**config.mk**
```make
export PLATFORM = sky130hd
export DESIGN_NAME = cipd_power_ctrl
export DESIGN_NICKNAME = d
export VERILOG_FILES = /design/src/verilog/cipd_pkg.sv /design/src/verilog/cipd_power_ctrl.sv
export SDC_FILE = /design/constraint.sdc
export NUM_CORES = 1
export LEC_CHECK = 0
export BUFFER_PORTS_ARGS = -buffer_cell sky130_fd_sc_hd__buf_4
export CORE_UTILIZATION = 40
export CTS_CLUSTER_SIZE = 28
export DETAILED_ROUTE_END_ITERATION = 7
export GPL_ROUTABILITY_DRIVEN = 0
export PLACE_DENSITY = 0.75
export SETUP_SLACK_MARGIN = 0.5
export SLEW_MARGIN = 20
export SYNTH_ARGS = -nofsm -noshare
export SYNTH_HDL_FRONTEND = slang
export SYNTH_SLANG_ARGS = --single-unit
```
**constraint.sdc**
```tcl
create_clock -name clk -period 1.8 [get_ports clk]
set_clock_uncertainty 0.1 [all_clocks]
set_input_delay 0.36 -clock clk [delete_from_list [all_inputs] [get_ports clk]]
set_output_delay 0.36 -clock clk [all_outputs]
set_load 0.01 [all_outputs]
```
**src/verilog/cipd_pkg.sv**
```systemverilog
package cipd_pkg;
	// Register indices; byte address is four times the index
	localparam logic [7:0] PWRCTL_IDX = 8'h87;
	localparam logic [7:0] P3MODE2_IDX = 8'hAD;
	localparam logic [7:0] WAKECFG_IDX = 8'hC0;
	localparam logic [7:0] STATUS_IDX = 8'hC1;

	// Field positions in power_control
	localparam int PC_IDLE_BIT = 0;
	localparam int PC_PDOWN_BIT = 1;
	// Field position in port3_mode_select_two
	localparam int P3_PULLUP_BIT = 6;
	// Field positions in the wake configuration register
	localparam int WC_BOD_BIT = 0;
	localparam int WC_WDT_BIT = 4;

	// Reset values and writable masks
	localparam logic [7:0] PWRCTL_RST = 8'h00;
	localparam logic [7:0] PWRCTL_MASK = 8'hDF;
	localparam logic [7:0] P3MODE2_RST = 8'h00;
	localparam logic WC_WDT_RST = 1'b0;
	localparam logic WC_BOD_RST = 1'b0;

	// Synchroniser width: oscillator stable, pin reset, power-on reset
	localparam int SYNC_W = 3;

	// Gray-coded modes along run, idle, power-down, oscillator wait
	typedef enum logic [1:0] {
		CIPD_RUN = 2'b00,
		CIPD_IDLE = 2'b01,
		CIPD_PDOWN = 2'b11,
		CIPD_OSCWAIT = 2'b10
	} cipd_mode_type;

	// Enabled wake-capable interrupt requests
	typedef struct packed {
		logic brownout_detector;
		logic wake_up_timer;
		logic wdt;
		logic pin;
		logic ext1;
		logic ext0;
	} cipd_wake_type;

	// Reset sources that may end a low-power mode
	typedef struct packed {
		logic wdt;
		logic brownout_detector;
	} cipd_reset_type;

	// Whole state of the controller
	typedef struct packed {
		cipd_mode_type mode;
		logic [7:0] pwr;
		logic [7:0] p3mode;
		logic wdtLowPower;
		logic bodEnable;
		logic bodArmed;
		logic wrPend;
		logic [7:0] wrIdx;
		logic [31:0] rdata;
		logic wakeTake;
		logic restart;
		logic [SYNC_W-1:0] sync1;
		logic [SYNC_W-1:0] sync2;
		logic [SYNC_W-1:0] sync3;
		logic [SYNC_W-1:0] filt;
	} cipd_state_type;
endpackage

```
**src/verilog/cipd_power_ctrl.sv**
```systemverilog
// The AHB-Lite register port was left to the implementer.
`timescale 1ns/1ps
module cipd_power_ctrl (
	// Clock and reset
	input wire logic clk,
	input wire logic srst,
	// AHB-Lite slave
	input wire logic hsel,
	input wire logic [31:0] haddr,
	input wire logic [1:0] htrans,
	input wire logic hwrite,
	input wire logic [2:0] hsize,
	input wire logic [31:0] hwdata,
	input wire logic hready,
	output logic hreadyout,
	output logic hresp,
	output logic [31:0] hrdata,
	// Wake and reset sources
	input wire logic anyIrq,
	input wire cipd_pkg::cipd_wake_type wakeReq,
	input wire cipd_pkg::cipd_reset_type resetReq,
	input wire logic pinResetPin,
	input wire logic porResetPin,
	input wire logic oscStablePin,
	input wire logic resetPinDisableConfig,
	// Clock and power controls
	output logic cpuClkEn,
	output logic periphClkEn,
	output logic oscEnable,
	output logic flashStop,
	output logic portHold,
	output logic wdtRunEn,
	output logic wakeTake,
	output logic cpuRestart,
	output logic pullupEnable
);
	cipd_pkg::cipd_state_type r;
	cipd_pkg::cipd_state_type next_r;
	logic oscOk;
	logic hardEnd;
	logic bodOk;
	logic lowPower;
	logic addrOk;
	logic wPwr;
	logic anyWake;
	logic [31:0] rdMux;

	// The agreement filter below is written for exactly three synchronised pins
	if (cipd_pkg::SYNC_W != 3) begin : g_sync_w
		$error("synchroniser width must be three");
	end

	// Filtered pin levels; only filt is ever looked at
	assign oscOk = r.filt[0];
	// Any enabled wake source; anything outside the list is ignored
	assign anyWake = |wakeReq;
	assign lowPower = r.mode != cipd_pkg::CIPD_RUN;
	// Brown-out only ends power-down if detection was on at entry
	assign bodOk = resetReq.brownout_detector & (r.mode == cipd_pkg::CIPD_IDLE | r.bodArmed);
	// Software reset is deliberately absent from this list
	assign hardEnd = r.filt[1] | r.filt[2] | resetReq.wdt | bodOk;
	assign addrOk = haddr[31:10] == 22'h00_0000 && haddr[1:0] == 2'b00;
	assign wPwr = r.wrPend && r.wrIdx == cipd_pkg::PWRCTL_IDX;

	// Read data for the address phase, zero when unmapped
	always_comb begin
		rdMux = 32'h0000_0000;
		if (addrOk) begin
			case (haddr[9:2])
				cipd_pkg::PWRCTL_IDX: rdMux[7:0] = r.pwr;
				cipd_pkg::P3MODE2_IDX: rdMux[7:0] = r.p3mode;
				cipd_pkg::WAKECFG_IDX: begin
					rdMux[cipd_pkg::WC_BOD_BIT] = r.bodEnable;
					rdMux[cipd_pkg::WC_WDT_BIT] = r.wdtLowPower;
				end
				cipd_pkg::STATUS_IDX: rdMux[4:0] = {r.bodArmed, oscOk, lowPower, r.mode};
				default: rdMux = 32'h0000_0000;
			endcase
		end
	end

	// Next state
	always_comb begin
		next_r = r;
		next_r.wakeTake = 1'b0;
		next_r.restart = 1'b0;
		// Three-stage synchroniser, change accepted once stages two and three agree
		next_r.sync1 = {porResetPin, pinResetPin, oscStablePin};
		next_r.sync2 = r.sync1;
		next_r.sync3 = r.sync2;
		next_r.filt = (r.sync2 & r.sync3) | (r.filt & (r.sync2 | r.sync3));
		// Stopped oscillator must prove itself again; a stale stable level
		// from before power-down would otherwise skip the warm-up wait
		if (r.mode == cipd_pkg::CIPD_PDOWN) begin
			next_r.sync1[0] = 1'b0;
			next_r.sync2[0] = 1'b0;
			next_r.sync3[0] = 1'b0;
			next_r.filt[0] = 1'b0;
		end
		// Address phase; read data is registered so it is ready with zero waits
		next_r.wrPend = 1'b0;
		if (hsel && hready && htrans[1]) begin
			next_r.wrPend = hwrite && addrOk;
			next_r.wrIdx = haddr[9:2];
			next_r.rdata = rdMux;
		end
		// Mode sequencing
		unique case (r.mode)
			cipd_pkg::CIPD_RUN: begin
			end
			cipd_pkg::CIPD_IDLE: begin
				if (anyIrq || anyWake) begin
					next_r.pwr[cipd_pkg::PC_IDLE_BIT] = 1'b0;
					next_r.mode = cipd_pkg::CIPD_RUN;
					next_r.wakeTake = 1'b1;
				end
			end
			cipd_pkg::CIPD_PDOWN: begin
				// Oscillator restarted at once; no code runs until it settles
				if (anyWake) begin
					next_r.mode = cipd_pkg::CIPD_OSCWAIT;
				end
			end
			cipd_pkg::CIPD_OSCWAIT: begin
				if (oscOk) begin
					// Both bits cleared so the core never slides into idle
					next_r.pwr[cipd_pkg::PC_PDOWN_BIT] = 1'b0;
					next_r.pwr[cipd_pkg::PC_IDLE_BIT] = 1'b0;
					next_r.mode = cipd_pkg::CIPD_RUN;
					next_r.wakeTake = 1'b1;
				end
			end
		endcase
		// Data phase of a register write
		if (r.wrPend) begin
			case (r.wrIdx)
				cipd_pkg::PWRCTL_IDX: begin
					next_r.pwr = hwdata[7:0] & cipd_pkg::PWRCTL_MASK;
					if (r.mode == cipd_pkg::CIPD_RUN) begin
						// Power-down wins over idle when both are written
						if (hwdata[cipd_pkg::PC_PDOWN_BIT]) begin
							next_r.mode = cipd_pkg::CIPD_PDOWN;
							next_r.bodArmed = r.bodEnable;
						end else if (hwdata[cipd_pkg::PC_IDLE_BIT]) begin
							next_r.mode = cipd_pkg::CIPD_IDLE;
						end
					end
				end
				cipd_pkg::P3MODE2_IDX: next_r.p3mode = hwdata[7:0];
				cipd_pkg::WAKECFG_IDX: begin
					next_r.bodEnable = hwdata[cipd_pkg::WC_BOD_BIT];
					next_r.wdtLowPower = hwdata[cipd_pkg::WC_WDT_BIT];
				end
				default: begin
				end
			endcase
		end
		// Resets other than software reset end any low-power mode, except brown-out in power-down when not armed at entry
		if (lowPower && hardEnd) begin
			next_r.mode = cipd_pkg::CIPD_RUN;
			next_r.pwr[cipd_pkg::PC_PDOWN_BIT] = 1'b0;
			next_r.pwr[cipd_pkg::PC_IDLE_BIT] = 1'b0;
			next_r.wakeTake = 1'b0;
			next_r.restart = 1'b1;
		end
	end

	// State register
	always_ff @(posedge clk) begin
		if (srst) begin
			r <= '0;
			r.mode <= cipd_pkg::CIPD_RUN;
			r.pwr <= cipd_pkg::PWRCTL_RST;
			r.p3mode <= cipd_pkg::P3MODE2_RST;
			r.wdtLowPower <= cipd_pkg::WC_WDT_RST;
			r.bodEnable <= cipd_pkg::WC_BOD_RST;
		end else begin
			r <= next_r;
		end
	end

	// Bus answers: always ready, always OKAY
	assign hreadyout = 1'b1;
	assign hresp = 1'b0;
	assign hrdata = r.rdata;

	// Clock gates decoded from the registered mode
	assign cpuClkEn = r.mode == cipd_pkg::CIPD_RUN;
	assign periphClkEn = r.mode inside {cipd_pkg::CIPD_RUN, cipd_pkg::CIPD_IDLE};
	assign oscEnable = r.mode != cipd_pkg::CIPD_PDOWN;
	assign flashStop = r.mode inside {cipd_pkg::CIPD_PDOWN, cipd_pkg::CIPD_OSCWAIT};
	// Pins keep their last driven state whenever the core is stopped
	assign portHold = lowPower;
	assign wdtRunEn = cpuClkEn | r.wdtLowPower;
	assign wakeTake = r.wakeTake;
	assign cpuRestart = r.restart;
	// Pull-up bit only acts while the pin-disable setting is clear
	assign pullupEnable = resetPinDisableConfig ? 1'b1 : r.p3mode[cipd_pkg::P3_PULLUP_BIT];
endmodule

```
* After elaboration in Yosys (flattened, before gate mapping)
Cells that the tools add are included.
** Word-level totals
- Register bits after elaboration :: 75
- Bits of input ports :: 87
- Output and inout bits :: 43
** Cells by class
- Multiplexer cells :: 28
- Bitwise logic cells :: 11
- Equal/unequal tests :: 11
- Reduce and logical (&&, ||, !) cells :: 20
** Operator list (count)
- $eq 8x8->1 const B :: 7
- $logic_not 22->1 :: 1
- $mux 21 :: 1
- $mux 2 :: 8
- $mux 8 :: 2
- $mux 10 :: 1
- $mux 1 :: 9
- $pmux 3 s3 :: 1
- $pmux 1 s4 :: 2
- $and 3x3->3 :: 2
- $or 3x3->3 :: 2
- $pmux 2 s3 :: 1
- $pmux 3 s2 :: 1
- $reduce_and 2->1 :: 3
- $reduce_bool 2->1 :: 3
- $reduce_or 2->1 :: 3
- $reduce_or 6->1 :: 1
- $logic_and 1x1->1 :: 5
- $or 1x1->1 :: 5
- $eq 2x2->1 const B :: 2
- $logic_not 2->1 :: 2
- $pmux 1 s2 :: 2
- $reduce_and 4->1 :: 1
- $eq 2x1->1 const B :: 1
- other kinds (4) :: 4

* Depth between registers and ports, before layout
Gate-level depths: netlist (run 1).
- Depth in word-level cells :: 9
- Mapped depth :: 6

* Least setup slack after synthesis (run 1)
Ideal clock, no wire load.
- Path kind :: input -> register
- Start point :: in haddr[5]
- End point :: reg r (netlist bit hrdata[1])
- Data required time :: 1.605 ns
- Path slack :: -0.021 ns
- Library setup time :: 0.095 ns
- Data arrival time :: 1.625 ns
- Cell stages on the path :: 4
- Path buffers :: 0
- Path through :: or4b_4 > nor4b_4 > o311ai_2 > a221oi_1
** On the way
- Cells in the longest elaborated chain, start to end :: 3
** Ends and longest elaborated chain
- start: declaration :: RTL line cipd_power_ctrl.sv:9 : input wire logic [31:0] haddr,
- $eq 8x8->1 :: RTL line cipd_power_ctrl.sv:69 : case (haddr[9:2])
- $pmux 3 s3 (*) :: RTL line cipd_power_ctrl.sv:69
- $mux 8 (*) :: RTL line cipd_power_ctrl.sv:68 : if (addrOk) begin
- end signal: assignment :: RTL line cipd_power_ctrl.sv:178 : r <= next_r;
- end: declaration :: RTL line cipd_power_ctrl.sv:37 : cipd_pkg::cipd_state_type r;
Mark *: on every way between the ends. The rest lies on a longest branch, timed or not.
A chain may end at the register's enable or synchronous reset.

* Final worst setup path (run 1)
- Start point :: reg r[75] in the netlist's numbering
- End point :: out periphClkEn
** On the way
- Cells in the longest elaborated chain, start to end :: 2
** Ends and longest elaborated chain
- $eq 2x1->1 or $logic_not 2->1 (tied branches) :: RTL line cipd_power_ctrl.sv:189 : assign periphClkEn = r.mode inside {cipd_pkg::CIPD_RUN, cipd_pkg::CIPD_IDLE};
- $reduce_bool 2->1 (*) :: RTL line cipd_power_ctrl.sv:189
- end: declaration :: RTL line cipd_power_ctrl.sv:28 : output logic periphClkEn,
Marked as above.

==> results of run 1 <==
## cell families (layout without fill, tap and decap cells)
kind of cell | after synthesis | after routing
buffers and inverters | 53 | 129
adders and majority gates | 4 | 4
DFF | 51 | 51
AOI/OAI and AO/OA | 55 | 55
other | 2 | 26
and+or+nand+nor | 108 | 108
muxes | 12 | 12
## layer usage
| metal | up-vias | global-route usage | share of wire |
|---|---|---|---|
| met5 | - | 0 | 0 |
| met4 | 0 | 0.0804 | 0.027 |
| met3 | 19 | 0.0472 | 0.062 |
| met2 | 96 | 0.386 | 0.52 |
| met1 | 1152 | 0.243 | 0.39 |
| li1 | 1141 | - | - |
## synth_stat cells (all sizes together), types with 4 or more instances
library cell / number
a21boi: 7
a21oi: 22
a221oi: 6
a22oi: 5
buf: 35
clkbuf: 7
dfxtp: 51
ha: 4
inv: 11
mux2i: 10
nand2: 40
nand3: 5
nand4: 4
nor2: 14
nor2b: 8
nor3: 8
nor4: 7
o211ai: 4
o21ai: 4
or2: 5
## how the worst min path moves through the flow
stage / start / end / slack, ns / cells after the start
floorplan: r[9]$_SDFF_PP0_ / r[6]$_SDFF_PP0_ / 0.31 / 1
global route: oscStablePin / r[9]$_SDFF_PP0_ / 0.15 / 2
global placement: r[9]$_SDFF_PP0_ / r[6]$_SDFF_PP0_ / 0.31 / 1
finish: oscStablePin / r[9]$_SDFF_PP0_ / 0.16 / 2
detailed placement: r[9]$_SDFF_PP0_ / r[6]$_SDFF_PP0_ / 0.33 / 1
CTS: oscStablePin / r[9]$_SDFF_PP0_ / 0.15 / 2
## cell type report
cell class                      instances  share of cell area
Tap cell                               75              0.0251
Inverter                               11              0.0137
Multi-Input combinational cell        205               0.409
Clock buffer                            6              0.0251
Timing Repair Buffer                  110               0.245
Clock inverter                          2             0.00368
Sequential cell                        51               0.279
## power by group through the flow
stage / sequential, mW / clock (mW) / combinational, mW
after floorplan: 1.18 / 0 / 0.156
after global placement: 1.18 / 0 / 0.258
after detailed placement: 1.19 / 0 / 0.264
after CTS: 1.15 / 0.755 / 0.313
after global routing: 1.16 / 0.805 / 0.366
final: 1.16 / 0.749 / 0.342
## what timing repair did
item / in CTS / in global routing
pin swaps: 26 / 13
endpoints found under the setup margin: 36 / 37
resized for setup: 48 / 25
buffers inserted: 15 / 7
## sequential cells by signal (all words and copies together), names as in the netlist
signal,flops
next_r,4
r,36
hrdata,8
oscOk,1
cpuRestart,1
wakeTake,1
## through the flow
step           area (um^2)  power (mW)     TNS, ns  hold WS (ns)
2_1_floorplan         2680        1.34     -0.0410         0.306
3_3_place_gp          3140        1.44       -1.09         0.312
3_5_place_dp          3140        1.45       -1.49         0.330
4_1_cts               3570        2.22           0         0.146
5_1_grt               3740        2.33     -0.0936         0.148
6_report              3740        2.25  -0.0000598         0.159
==> reports/results.md, run 1 <==
| Quantity | Reported |
|---|---|
| Leading cell type in the layout, fill and taps excluded | sky130_fd_sc_hd__buf_4 |
| Number of synthesized flops with an enable pin | 0 |
| Detailed Routing Iterations Pass 1 | 4 |
| Peak ir drop on the vdd network | 0.352 mV |
| Most used flip-flop cell after synthesis | sky130_fd_sc_hd__dfxtp_1 |
| Maximum Capacitance Violations | 0 |
| Multiplexer share of the synthesized area | 0.0492 |
| Fin crit period | 1.80 ns |
| Inst Count DP | 430 |
| Total via count after detailed routing | 2408 |
| Highest cell delay on the worst timing path | 0.42 ns |
| Number of hold buffers added after cts | 0 |
| Logic depth of the worst register-to-register path | 5 |
| Average wire length per cell after detail routing | 16.1 um |
| Area delta synth->final | 50.1% |
| Remaining max-slew budget at the tightest pin | 0.663 |
| Latest clock arrival within the worst-skew pair | 0.31 ns |
| Adder-cell share of the synthesized area | 0.0201 |
| Initial antenna violation count | 0 |
| Total routing resource utilization after global routing | 0.213 |
| Number of global-route vias before repair | 2270 |
| Net switching share of the total power | 0.251 |
| Number of buffers on the longest clock path | 2 |
| Cell count after synthesis | 285 |
| Crit path capture type | output pin |
| Share of synthesized registers carrying an async set or reset | 0 |
| Yosys Warn Count | 0 |
| Endpoint of the worst register-to-register path | r[74]$_SDFF_PP0_ |
| Stages on the worst setup path | 4 |
| Total Die Area | 6550 um^2 |
| Core Footprint | 5960 um^2 |
| Clock transition at the register clock pins on the worst setup and hold paths after CTS | 0.09 ns |
| Setup repair after global routing missed its margin | yes |
| Static Leakage | 1.59 nW |
| Most area-hungry cell type in the Yosys netlist | sky130_fd_sc_hd__dfxtp_1 |
| Master of the slowest instance on the critical path | sky130_fd_sc_hd__dfxtp_4 |
| Worst-margin pin slew | 0.506 ns |
| Launching instance or port of the critical path | r[75]$_SDFF_PP0_ |
| Area used by sequential logic in the layout | 1040 um^2 |
| Synth Cell Area | 2490 um^2 |
| Synthesized-area fraction occupied by and/or/nand/nor cells | 0.239 |
| Top delay family on crit path | flip-flops |
| H-Tree Depth | 2 |
| First-pass GRT wire length | 10600 um |
| Share of layout cells above drive strength 1 | 0.483 |
| Yosys cell types | 45 |
| Initial standard-cell utilization of the core | 0.418 |
| Pwr/cell area | 601 nW/um^2 |
| Vias per cell | 5.23 |
| Required arrival time at the worst endpoint | 1.34 ns |
| Number of antenna repair diodes | 0 |
| Number of remaining DRC errors | 0 |
| Hold Path Class | input port to flop |
| Worst setup slack before clock tree synthesis | -0.299 ns |
| Clock share of power | 0.334 |
| Post-layout util | 0.628 |
| Die extent in y | 80.9 um |
| Mean area per synthesized cell | 8.74 um^2 |
| Top cell type's share of synthesized area | 0.410 |
| Switch Pwr | 565 uW |
| Origin of the critical flop-to-flop path | r[50]$_SDFFE_PP0P_ |
| Maximum operating frequency | 556 MHz |
| Final-report hold violation count | 0 |
| Number of buffers added by the clock tree synthesis step | 5 |
| Antenna-violating nets left | 0 |
| Critical path start-end classification | flop to output pin |
| Maximum fanout encountered on the critical timing path | 5 |
| Slack of the critical path | -0.0000598 ns |
| Post-detailed-placement half-perimeter wirelength | 4710 um |
| Fraction of synthesized cell area in xor and xnor cells | 0 |
| DRT Wirelength | 7390 um |
| Violated checks | negative setup slack |
| Register-to-register setup slack | 0.19 ns |
| Outcome | finished, violations left |
| Critical Path Source Type | flop |
| Maximum number of pins on one net before global-route repair | 45 |
| Ordered list of cells on the worst path | inv_4 > ha_4 > or2_4 > buf_6 |
| Final setup violation count | 1 |
| Main combinational cell family by area after synthesis | simple AND/OR/NAND/NOR gates |
| Cell Count, Final, Fillers Out | 460 |
| Combined area of the multi-input logic cells | 1530 um^2 |
| Net total in the final layout | 475 |
| Number of fill cells | 464 |
| CTS tree | built |
| Count of state elements after synthesis | 51 |
| Sequential-to-total area share from yosys stat | 0.410 |
| Max Slew Vio Count | 0 |
| Period utilization | 1.00 |
| Die width | 80.9 um |
| Clock Sinks | 51 |
| Number of core rows | 28 |
| Buffers plus inverters on the worst setup path | 2 |
| Sequential group share of total power | 0.514 |
| Commonest non-fill, non-tap cells in the layout | sky130_fd_sc_hd__buf_4 (92), sky130_fd_sc_hd__dfxtp_1 (42), sky130_fd_sc_hd__nand2_1 (34), sky130_fd_sc_hd__conb_1 (26) |
| Number of DRC violations after detailed-routing iteration 0 | 187 |
| Number of input and output port buffers inserted | 75 |
| Total gr overflow | 0 |
| Part of the power in combinational logic | 0.152 |
| Setup crit end | periphClkEn |
| Internal portion of total power | 1.68 mW |
| I/O pins | 130 |
| Compound-cell area share of the yosys netlist | 0.148 |
| CTS root buffer | sky130_fd_sc_hd__clkbuf_8 |
| Ranking of synthesized cells by area | sky130_fd_sc_hd__dfxtp_1 (41%), sky130_fd_sc_hd__buf_4 (10%), sky130_fd_sc_hd__nand2_1 (6.0%) |
| Worst Path Arrival | 1.34 ns |
(Power assumes the default switching activity.)
==> run 2, diff against run 1 <==
Settings changed: CORE_UTILIZATION 40 to 41, PLACE_DENSITY 0.75 to 0.77.
==> reports/results.md, run 2 (synthesized netlist as in run 1, its figures left out) <==
| Quantity | Reported | Delta |
|---|---|---|
| Final setup violation count | 3 | was 1 |
| Number of global-route vias before repair | 2300 | was 2270 |
| Logic depth of the worst register-to-register path | 5 | unchanged |
| Post-route cell area | 3730 um^2 | was 3740 um^2 |
| Die extent in y | 80.0 um | was 80.9 um |
| Initial standard-cell utilization of the core | 0.423 | was 0.418 |
| Initial antenna violation count | 0 | unchanged |
| Number of remaining DRC errors | 0 | unchanged |
| Hold Path Class | input port to flop | unchanged |
| Slack of the critical path | -0.0472 ns | was -0.0000598 ns |
| Maximum Capacitance Violations | 0 | unchanged |
| Remaining max-slew budget at the tightest pin | 0.661 | was 0.663 |
| Register-to-register setup slack | 0.15 ns | was 0.19 ns |
| Sequential group share of total power | 0.511 | was 0.514 |
| Number of DRC violations after detailed-routing iteration 0 | 277 | was 187 |
| Critical path start-end classification | input port to flop | was flop to output pin |
| Switch Pwr | 577 uW | was 565 uW |
| I/O pins | 130 | unchanged |
| Combined area of the multi-input logic cells | 1550 um^2 | was 1530 um^2 |
| Die width | 80.0 um | was 80.9 um |
| Number of antenna repair diodes | 0 | unchanged |
| Detailed Routing Iterations Pass 1 | 4 | unchanged |
| Number of buffers added by the clock tree synthesis step | 5 | unchanged |
| Fin crit period | 1.85 ns | was 1.80 ns |
| Maximum fanout encountered on the critical timing path | 4 | was 5 |
| Clock transition at the register clock pins on the worst setup and hold paths after CTS | 0.10 ns | was 0.09 ns |
| Post-Route Setup TNS | -0.0920 ns | was -0.0000598 ns |
| Net switching share of the total power | 0.256 | was 0.251 |
| Number of core rows | 28 | unchanged |
| CTS root buffer | sky130_fd_sc_hd__clkbuf_8 | unchanged |
| Leading cell type in the layout, fill and taps excluded | sky130_fd_sc_hd__buf_4 | unchanged |
| Biggest register | r | unchanged |
| Average wire length per cell after detail routing | 16.4 um | was 16.1 um |
| Total gr overflow | 0 | unchanged |
| Inst Count DP | 428 | was 430 |
| Required arrival time at the worst endpoint | 1.93 ns | was 1.34 ns |
| Instance area after placement | 3120 um^2 | was 3140 um^2 |
| Critical Path Source Type | input port | was flop |
| Peak ir drop on the vdd network | 0.291 mV | was 0.352 mV |
| Pwr/cell area | 606 nW/um^2 | was 601 nW/um^2 |
| Number of hold buffers added after cts | 0 | unchanged |
| First-pass GRT wire length | 10900 um | was 10600 um |
| Outcome | finished, violations left | unchanged |
| Worst Hold Slack | 0.150 ns | was 0.159 ns |
| Clock Sinks | 51 | unchanged |
| Net total in the final layout | 470 | was 475 |
| Commonest non-fill, non-tap cells in the layout | sky130_fd_sc_hd__buf_4 (84), sky130_fd_sc_hd__dfxtp_1 (44), sky130_fd_sc_hd__nand2_1 (30), sky130_fd_sc_hd__conb_1 (26), sky130_fd_sc_hd__buf_6 (19) | was sky130_fd_sc_hd__buf_4 (92), sky130_fd_sc_hd__dfxtp_1 (42), sky130_fd_sc_hd__nand2_1 (34), sky130_fd_sc_hd__conb_1 (26) |
| Period utilization | 1.03 | was 1.00 |
| Latest clock arrival within the worst-skew pair | 0.31 ns | about the same |
| Worst Path Arrival | 1.97 ns | was 1.34 ns |
| CTS tree | built | unchanged |
| Area delta synth->final | 49.7% | was 50.1% |
| Endpoint of the worst register-to-register path | r[56]$_SDFFE_PP0P_ | was r[74]$_SDFF_PP0_ |
| Origin of the critical flop-to-flop path | r[50]$_SDFFE_PP0P_ | unchanged |
| H-Tree Depth | 2 | unchanged |
| Hold wc startpoint | oscStablePin | unchanged |
| Maximum number of pins on one net before global-route repair | 45 | unchanged |
| Number of buffers on the longest clock path | 2 | unchanged |
| Area used by sequential logic in the layout | 1040 um^2 | about the same |
| Max reg flops | 36 | unchanged |
| Final-report hold violation count | 0 | unchanged |
| Internal portion of total power | 1.68 mW | about the same |
| Maximum operating frequency | 541 MHz | was 556 MHz |
| Total Die Area | 6390 um^2 | was 6550 um^2 |
| Total via count after detailed routing | 2414 | was 2408 |
| Launching instance or port of the critical path | haddr[6] | was r[75]$_SDFF_PP0_ |
| Part of the power in combinational logic | 0.152 | about the same |
| Violated checks | negative setup slack | unchanged |
| Setup repair after global routing missed its margin | yes | unchanged |
| Share of layout cells above drive strength 1 | 0.487 | was 0.483 |
| Number of fill cells | 456 | was 464 |
| Clock share of power | 0.337 | was 0.334 |
| Total routing resource utilization after global routing | 0.225 | was 0.213 |
| Antenna-violating nets left | 0 | unchanged |
| Vias per cell | 5.31 | was 5.23 |
| Post-detailed-placement half-perimeter wirelength | 4540 um | was 4710 um |
| Max Slew Vio Count | 0 | unchanged |
| Static Leakage | 1.52 nW | was 1.59 nW |
| Post-layout util | 0.634 | was 0.628 |
| Setup crit end | hrdata[1]$_SDFFE_PP0P_ | was periphClkEn |
| Number of input and output port buffers inserted | 75 | unchanged |
| Worst-margin pin slew | 0.504 ns | was 0.506 ns |
| DRT Wirelength | 7460 um | was 7390 um |
| Core Footprint | 5890 um^2 | was 5960 um^2 |
| Crit path capture type | flop | was output pin |
| Cell Count, Final, Fillers Out | 455 | was 460 |
==> run 2: changes by cell type in the layout (fill, tap and decap cells not counted), sizes merged <==
cell / before / now
buf: 110 / 105
==> run 2: critical path: stages <==
cell                       delay, ns
sky130_fd_sc_hd__buf_6          0.09
sky130_fd_sc_hd__or4b_4         0.58
sky130_fd_sc_hd__nor4b_4        0.40
sky130_fd_sc_hd__o311ai_2       0.22
sky130_fd_sc_hd__a221oi_2       0.32
==> run 2: area by class of cell <==
type                       instances  share of cell area
tap                               75              0.0252
clock inverter                     2             0.00369
inverter                          11              0.0144
multi-input combinational        205               0.415
timing repair buffer             105               0.237
clock buffer                       6              0.0252
sequential                        51               0.279
==> run 2: power groups by stage <==
stage          Sequential (mW)  Clock (mW)  Combinational, mW
3_5_place_dp              1.18           0              0.262
4_1_cts                   1.15       0.746              0.312
2_1_floorplan             1.18           0              0.156
3_3_place_gp              1.18           0              0.258
5_1_grt                   1.16       0.821              0.368
6_report                  1.15       0.760              0.343
==> run 2: repair_timing <==
| action | in CTS | in global routing |
|---|---|---|
| endpoints found under the setup margin | 36 | 38 |
| pin swaps | 33 | 17 |
| setup buffers | 16 | 3 |
| resized for setup | 54 | 26 |
==> run 2: how the worst min path moves through the flow <==
stage / endpoint / cells after the start
2_1_floorplan: r[6]$_SDFF_PP0_ / 1
3_3_place_gp: next_r[4]$_SDFF_PP0_ / 1
3_5_place_dp: r[6]$_SDFF_PP0_ / 1
4_1_cts: next_r[8]$_SDFF_PP0_ / 2
5_1_grt: r[9]$_SDFF_PP0_ / 2
6_report: r[9]$_SDFF_PP0_ / 2
==> run 2: layer usage <==
layer	track usage	wire, um	part of all wire
met4	0.0893	286	0.038
met2	0.385	3770	0.51
met1	0.277	3070	0.41
met3	0.0411	336	0.045
met5	0	0	0
==> run 2: through the flow <==
step	setup WS [ns]	power, mW
after global placement	-0.243	1.44
after floorplan	-0.0205	1.34
final	-0.0472	2.26
after detailed placement	-0.340	1.45
after global routing	-0.0690	2.35
after CTS	-0.00487	2.21
==> run 3, diff against run 2 <==
Settings changed: SKIP_LAST_GASP set to 1.
==> reports/results.md, run 3 (synthesized netlist as in run 1, its figures left out) <==
| Quantity | Reported | Delta |
|---|---|---|
| Number of buffers added by the clock tree synthesis step | 5 | unchanged |
| Number of core rows | 28 | unchanged |
| Total via count after detailed routing | 2474 | was 2414 |
| Slack of the critical path | -0.101 ns | was -0.0472 ns |
| CTS root buffer | sky130_fd_sc_hd__clkbuf_8 | unchanged |
| Outcome | finished, violations left | unchanged |
| Average wire length per cell after detail routing | 17.1 um | was 16.4 um |
| Total Die Area | 6390 um^2 | unchanged |
| Required arrival time at the worst endpoint | 1.89 ns | was 1.93 ns |
| Number of input and output port buffers inserted | 75 | unchanged |
| Post-route cell area | 3800 um^2 | was 3730 um^2 |
| Area used by sequential logic in the layout | 1040 um^2 | unchanged |
| Final setup violation count | 1 | was 3 |
| Period utilization | 1.06 | was 1.03 |
| Hold Path Class | input port to flop | unchanged |
| Die extent in y | 80.0 um | unchanged |
| Instance area after placement | 3120 um^2 | unchanged |
| Crit path capture type | flop | unchanged |
| Number of remaining DRC errors | 0 | unchanged |
| Maximum operating frequency | 526 MHz | was 541 MHz |
| Peak ir drop on the vdd network | 0.369 mV | was 0.291 mV |
| Remaining max-slew budget at the tightest pin | 0.652 | was 0.661 |
| Latest clock arrival within the worst-skew pair | 0.31 ns | about the same |
| Max Slew Vio Count | 0 | unchanged |
| Worst Path Arrival | 1.99 ns | was 1.97 ns |
| CTS tree | built | unchanged |
| Number of global-route vias before repair | 2282 | was 2300 |
| Critical Path Source Type | input port | unchanged |
| Maximum number of pins on one net before global-route repair | 45 | unchanged |
| Post-layout util | 0.646 | was 0.634 |
| Number of antenna repair diodes | 0 | unchanged |
| Worst-margin pin slew | 0.522 ns | was 0.504 ns |
| Commonest non-fill, non-tap cells in the layout | sky130_fd_sc_hd__buf_4 (86), sky130_fd_sc_hd__dfxtp_1 (44), sky130_fd_sc_hd__nand2_1 (30), sky130_fd_sc_hd__conb_1 (26), sky130_fd_sc_hd__buf_6 (18) | was sky130_fd_sc_hd__buf_4 (84), sky130_fd_sc_hd__dfxtp_1 (44), sky130_fd_sc_hd__nand2_1 (30), sky130_fd_sc_hd__conb_1 (26), sky130_fd_sc_hd__buf_6 (19) |
| Net total in the final layout | 472 | was 470 |
| Initial antenna violation count | 0 | unchanged |
| Share of layout cells above drive strength 1 | 0.490 | was 0.487 |
| Clock transition at the register clock pins on the worst setup and hold paths after CTS | 0.10 ns | about the same |
| First-pass GRT wire length | 10800 um | was 10900 um |
| Core Footprint | 5890 um^2 | unchanged |
| DRT Wirelength | 7830 um | was 7460 um |
| Combined area of the multi-input logic cells | 1600 um^2 | was 1550 um^2 |
| Vias per cell | 5.41 | was 5.31 |
| Pwr/cell area | 594 nW/um^2 | was 606 nW/um^2 |
| Number of fill cells | 450 | was 456 |
| Number of buffers on the longest clock path | 2 | unchanged |
| Max reg flops | 36 | unchanged |
| Setup repair after global routing missed its margin | yes | unchanged |
| Critical path start-end classification | input port to flop | unchanged |
| Number of DRC violations after detailed-routing iteration 0 | 258 | was 277 |
| Worst Hold Slack | 0.154 ns | was 0.150 ns |
| Biggest register | r | unchanged |
| Leading cell type in the layout, fill and taps excluded | sky130_fd_sc_hd__buf_4 | unchanged |
| I/O pins | 130 | unchanged |
| Maximum Capacitance Violations | 0 | unchanged |
| Antenna-violating nets left | 0 | unchanged |
| Fin crit period | 1.90 ns | was 1.85 ns |
| Initial standard-cell utilization of the core | 0.423 | unchanged |
| Total gr overflow | 0 | unchanged |
| Violated checks | negative setup slack | unchanged |
| Area delta synth->final | 52.7% | was 49.7% |
| Final-report hold violation count | 0 | unchanged |
| Post-detailed-placement half-perimeter wirelength | 4540 um | unchanged |
| H-Tree Depth | 2 | unchanged |
| Static Leakage | 1.52 nW | about the same |
| Post-Route Setup TNS | -0.101 ns | was -0.0920 ns |
| Total routing resource utilization after global routing | 0.221 | was 0.225 |
| Detailed Routing Iterations Pass 1 | 5 | was 4 |
| Number of hold buffers added after cts | 0 | unchanged |
| Clock Sinks | 51 | unchanged |
| Maximum fanout encountered on the critical timing path | 3 | was 4 |
| Die width | 80.0 um | unchanged |
## run 3: cell type report
class | instances | share of cell area
well taps | 75 | 0.0247
clock inverters | 2 | 0.00362
repair buffers | 107 | 0.239
inverters | 11 | 0.0141
multi-input cells | 205 | 0.421
flip-flops and latches | 51 | 0.273
clock buffers | 6 | 0.0247
## run 3: worst paths after layout
path                                  startpoint                      to  slack, ns  cells past startpoint
worst max-delay path                    haddr[7]  hrdata[0]$_SDFFE_PP0P_      -0.10                      6
worst max register to register  r[75]$_SDFF_PP0_        r[74]$_SDFF_PP0_       0.03                      6
worst min-delay path                 porResetPin    next_r[8]$_SDFF_PP0_       0.15                      2
worst min register to register   r[9]$_SDFF_PP0_         r[6]$_SDFF_PP0_       0.34                      1
## run 3: critical path, stage by stage
cell and delay, ns:
sky130_fd_sc_hd__buf_6 0.09, sky130_fd_sc_hd__or4b_4 0.59, sky130_fd_sc_hd__buf_6 0.16, sky130_fd_sc_hd__nor3_4 0.27
sky130_fd_sc_hd__o311ai_4 0.13, sky130_fd_sc_hd__a221oi_1 0.39
## run 3: repair_timing
action                                  CTS  global route
setup buffers                            16             5
endpoints found under the setup margin   36            38
pin swaps                                32            17
gates resized for setup                  45            40
gates cloned                              0             0
## run 3: metal layers
metal	GRT usage	vias to the layer above	wire [um]
met2	0.386	123	4030
met3	0.0354	28	494
met5	0	-	0
li1	-	1135	-
met1	0.272	1188	3050
met4	0.0804	0	250
## run 3: where the power goes
part           switching, mW  internal (mW)  leakage, nW
clock                  0.397          0.359       0.0563
combinational          0.166          0.182         1.05
sequential            0.0137           1.14        0.417
## run 3: stage by stage
stage	std cells	power, mW	setup WS (ns)
3_3_place_gp	428	1.44	-0.243
6_report	457	2.26	-0.101
3_5_place_dp	428	1.45	-0.340
2_1_floorplan	309	1.34	-0.0205
4_1_cts	452	2.21	-0.00487
5_1_grt	457	2.34	-0.0687
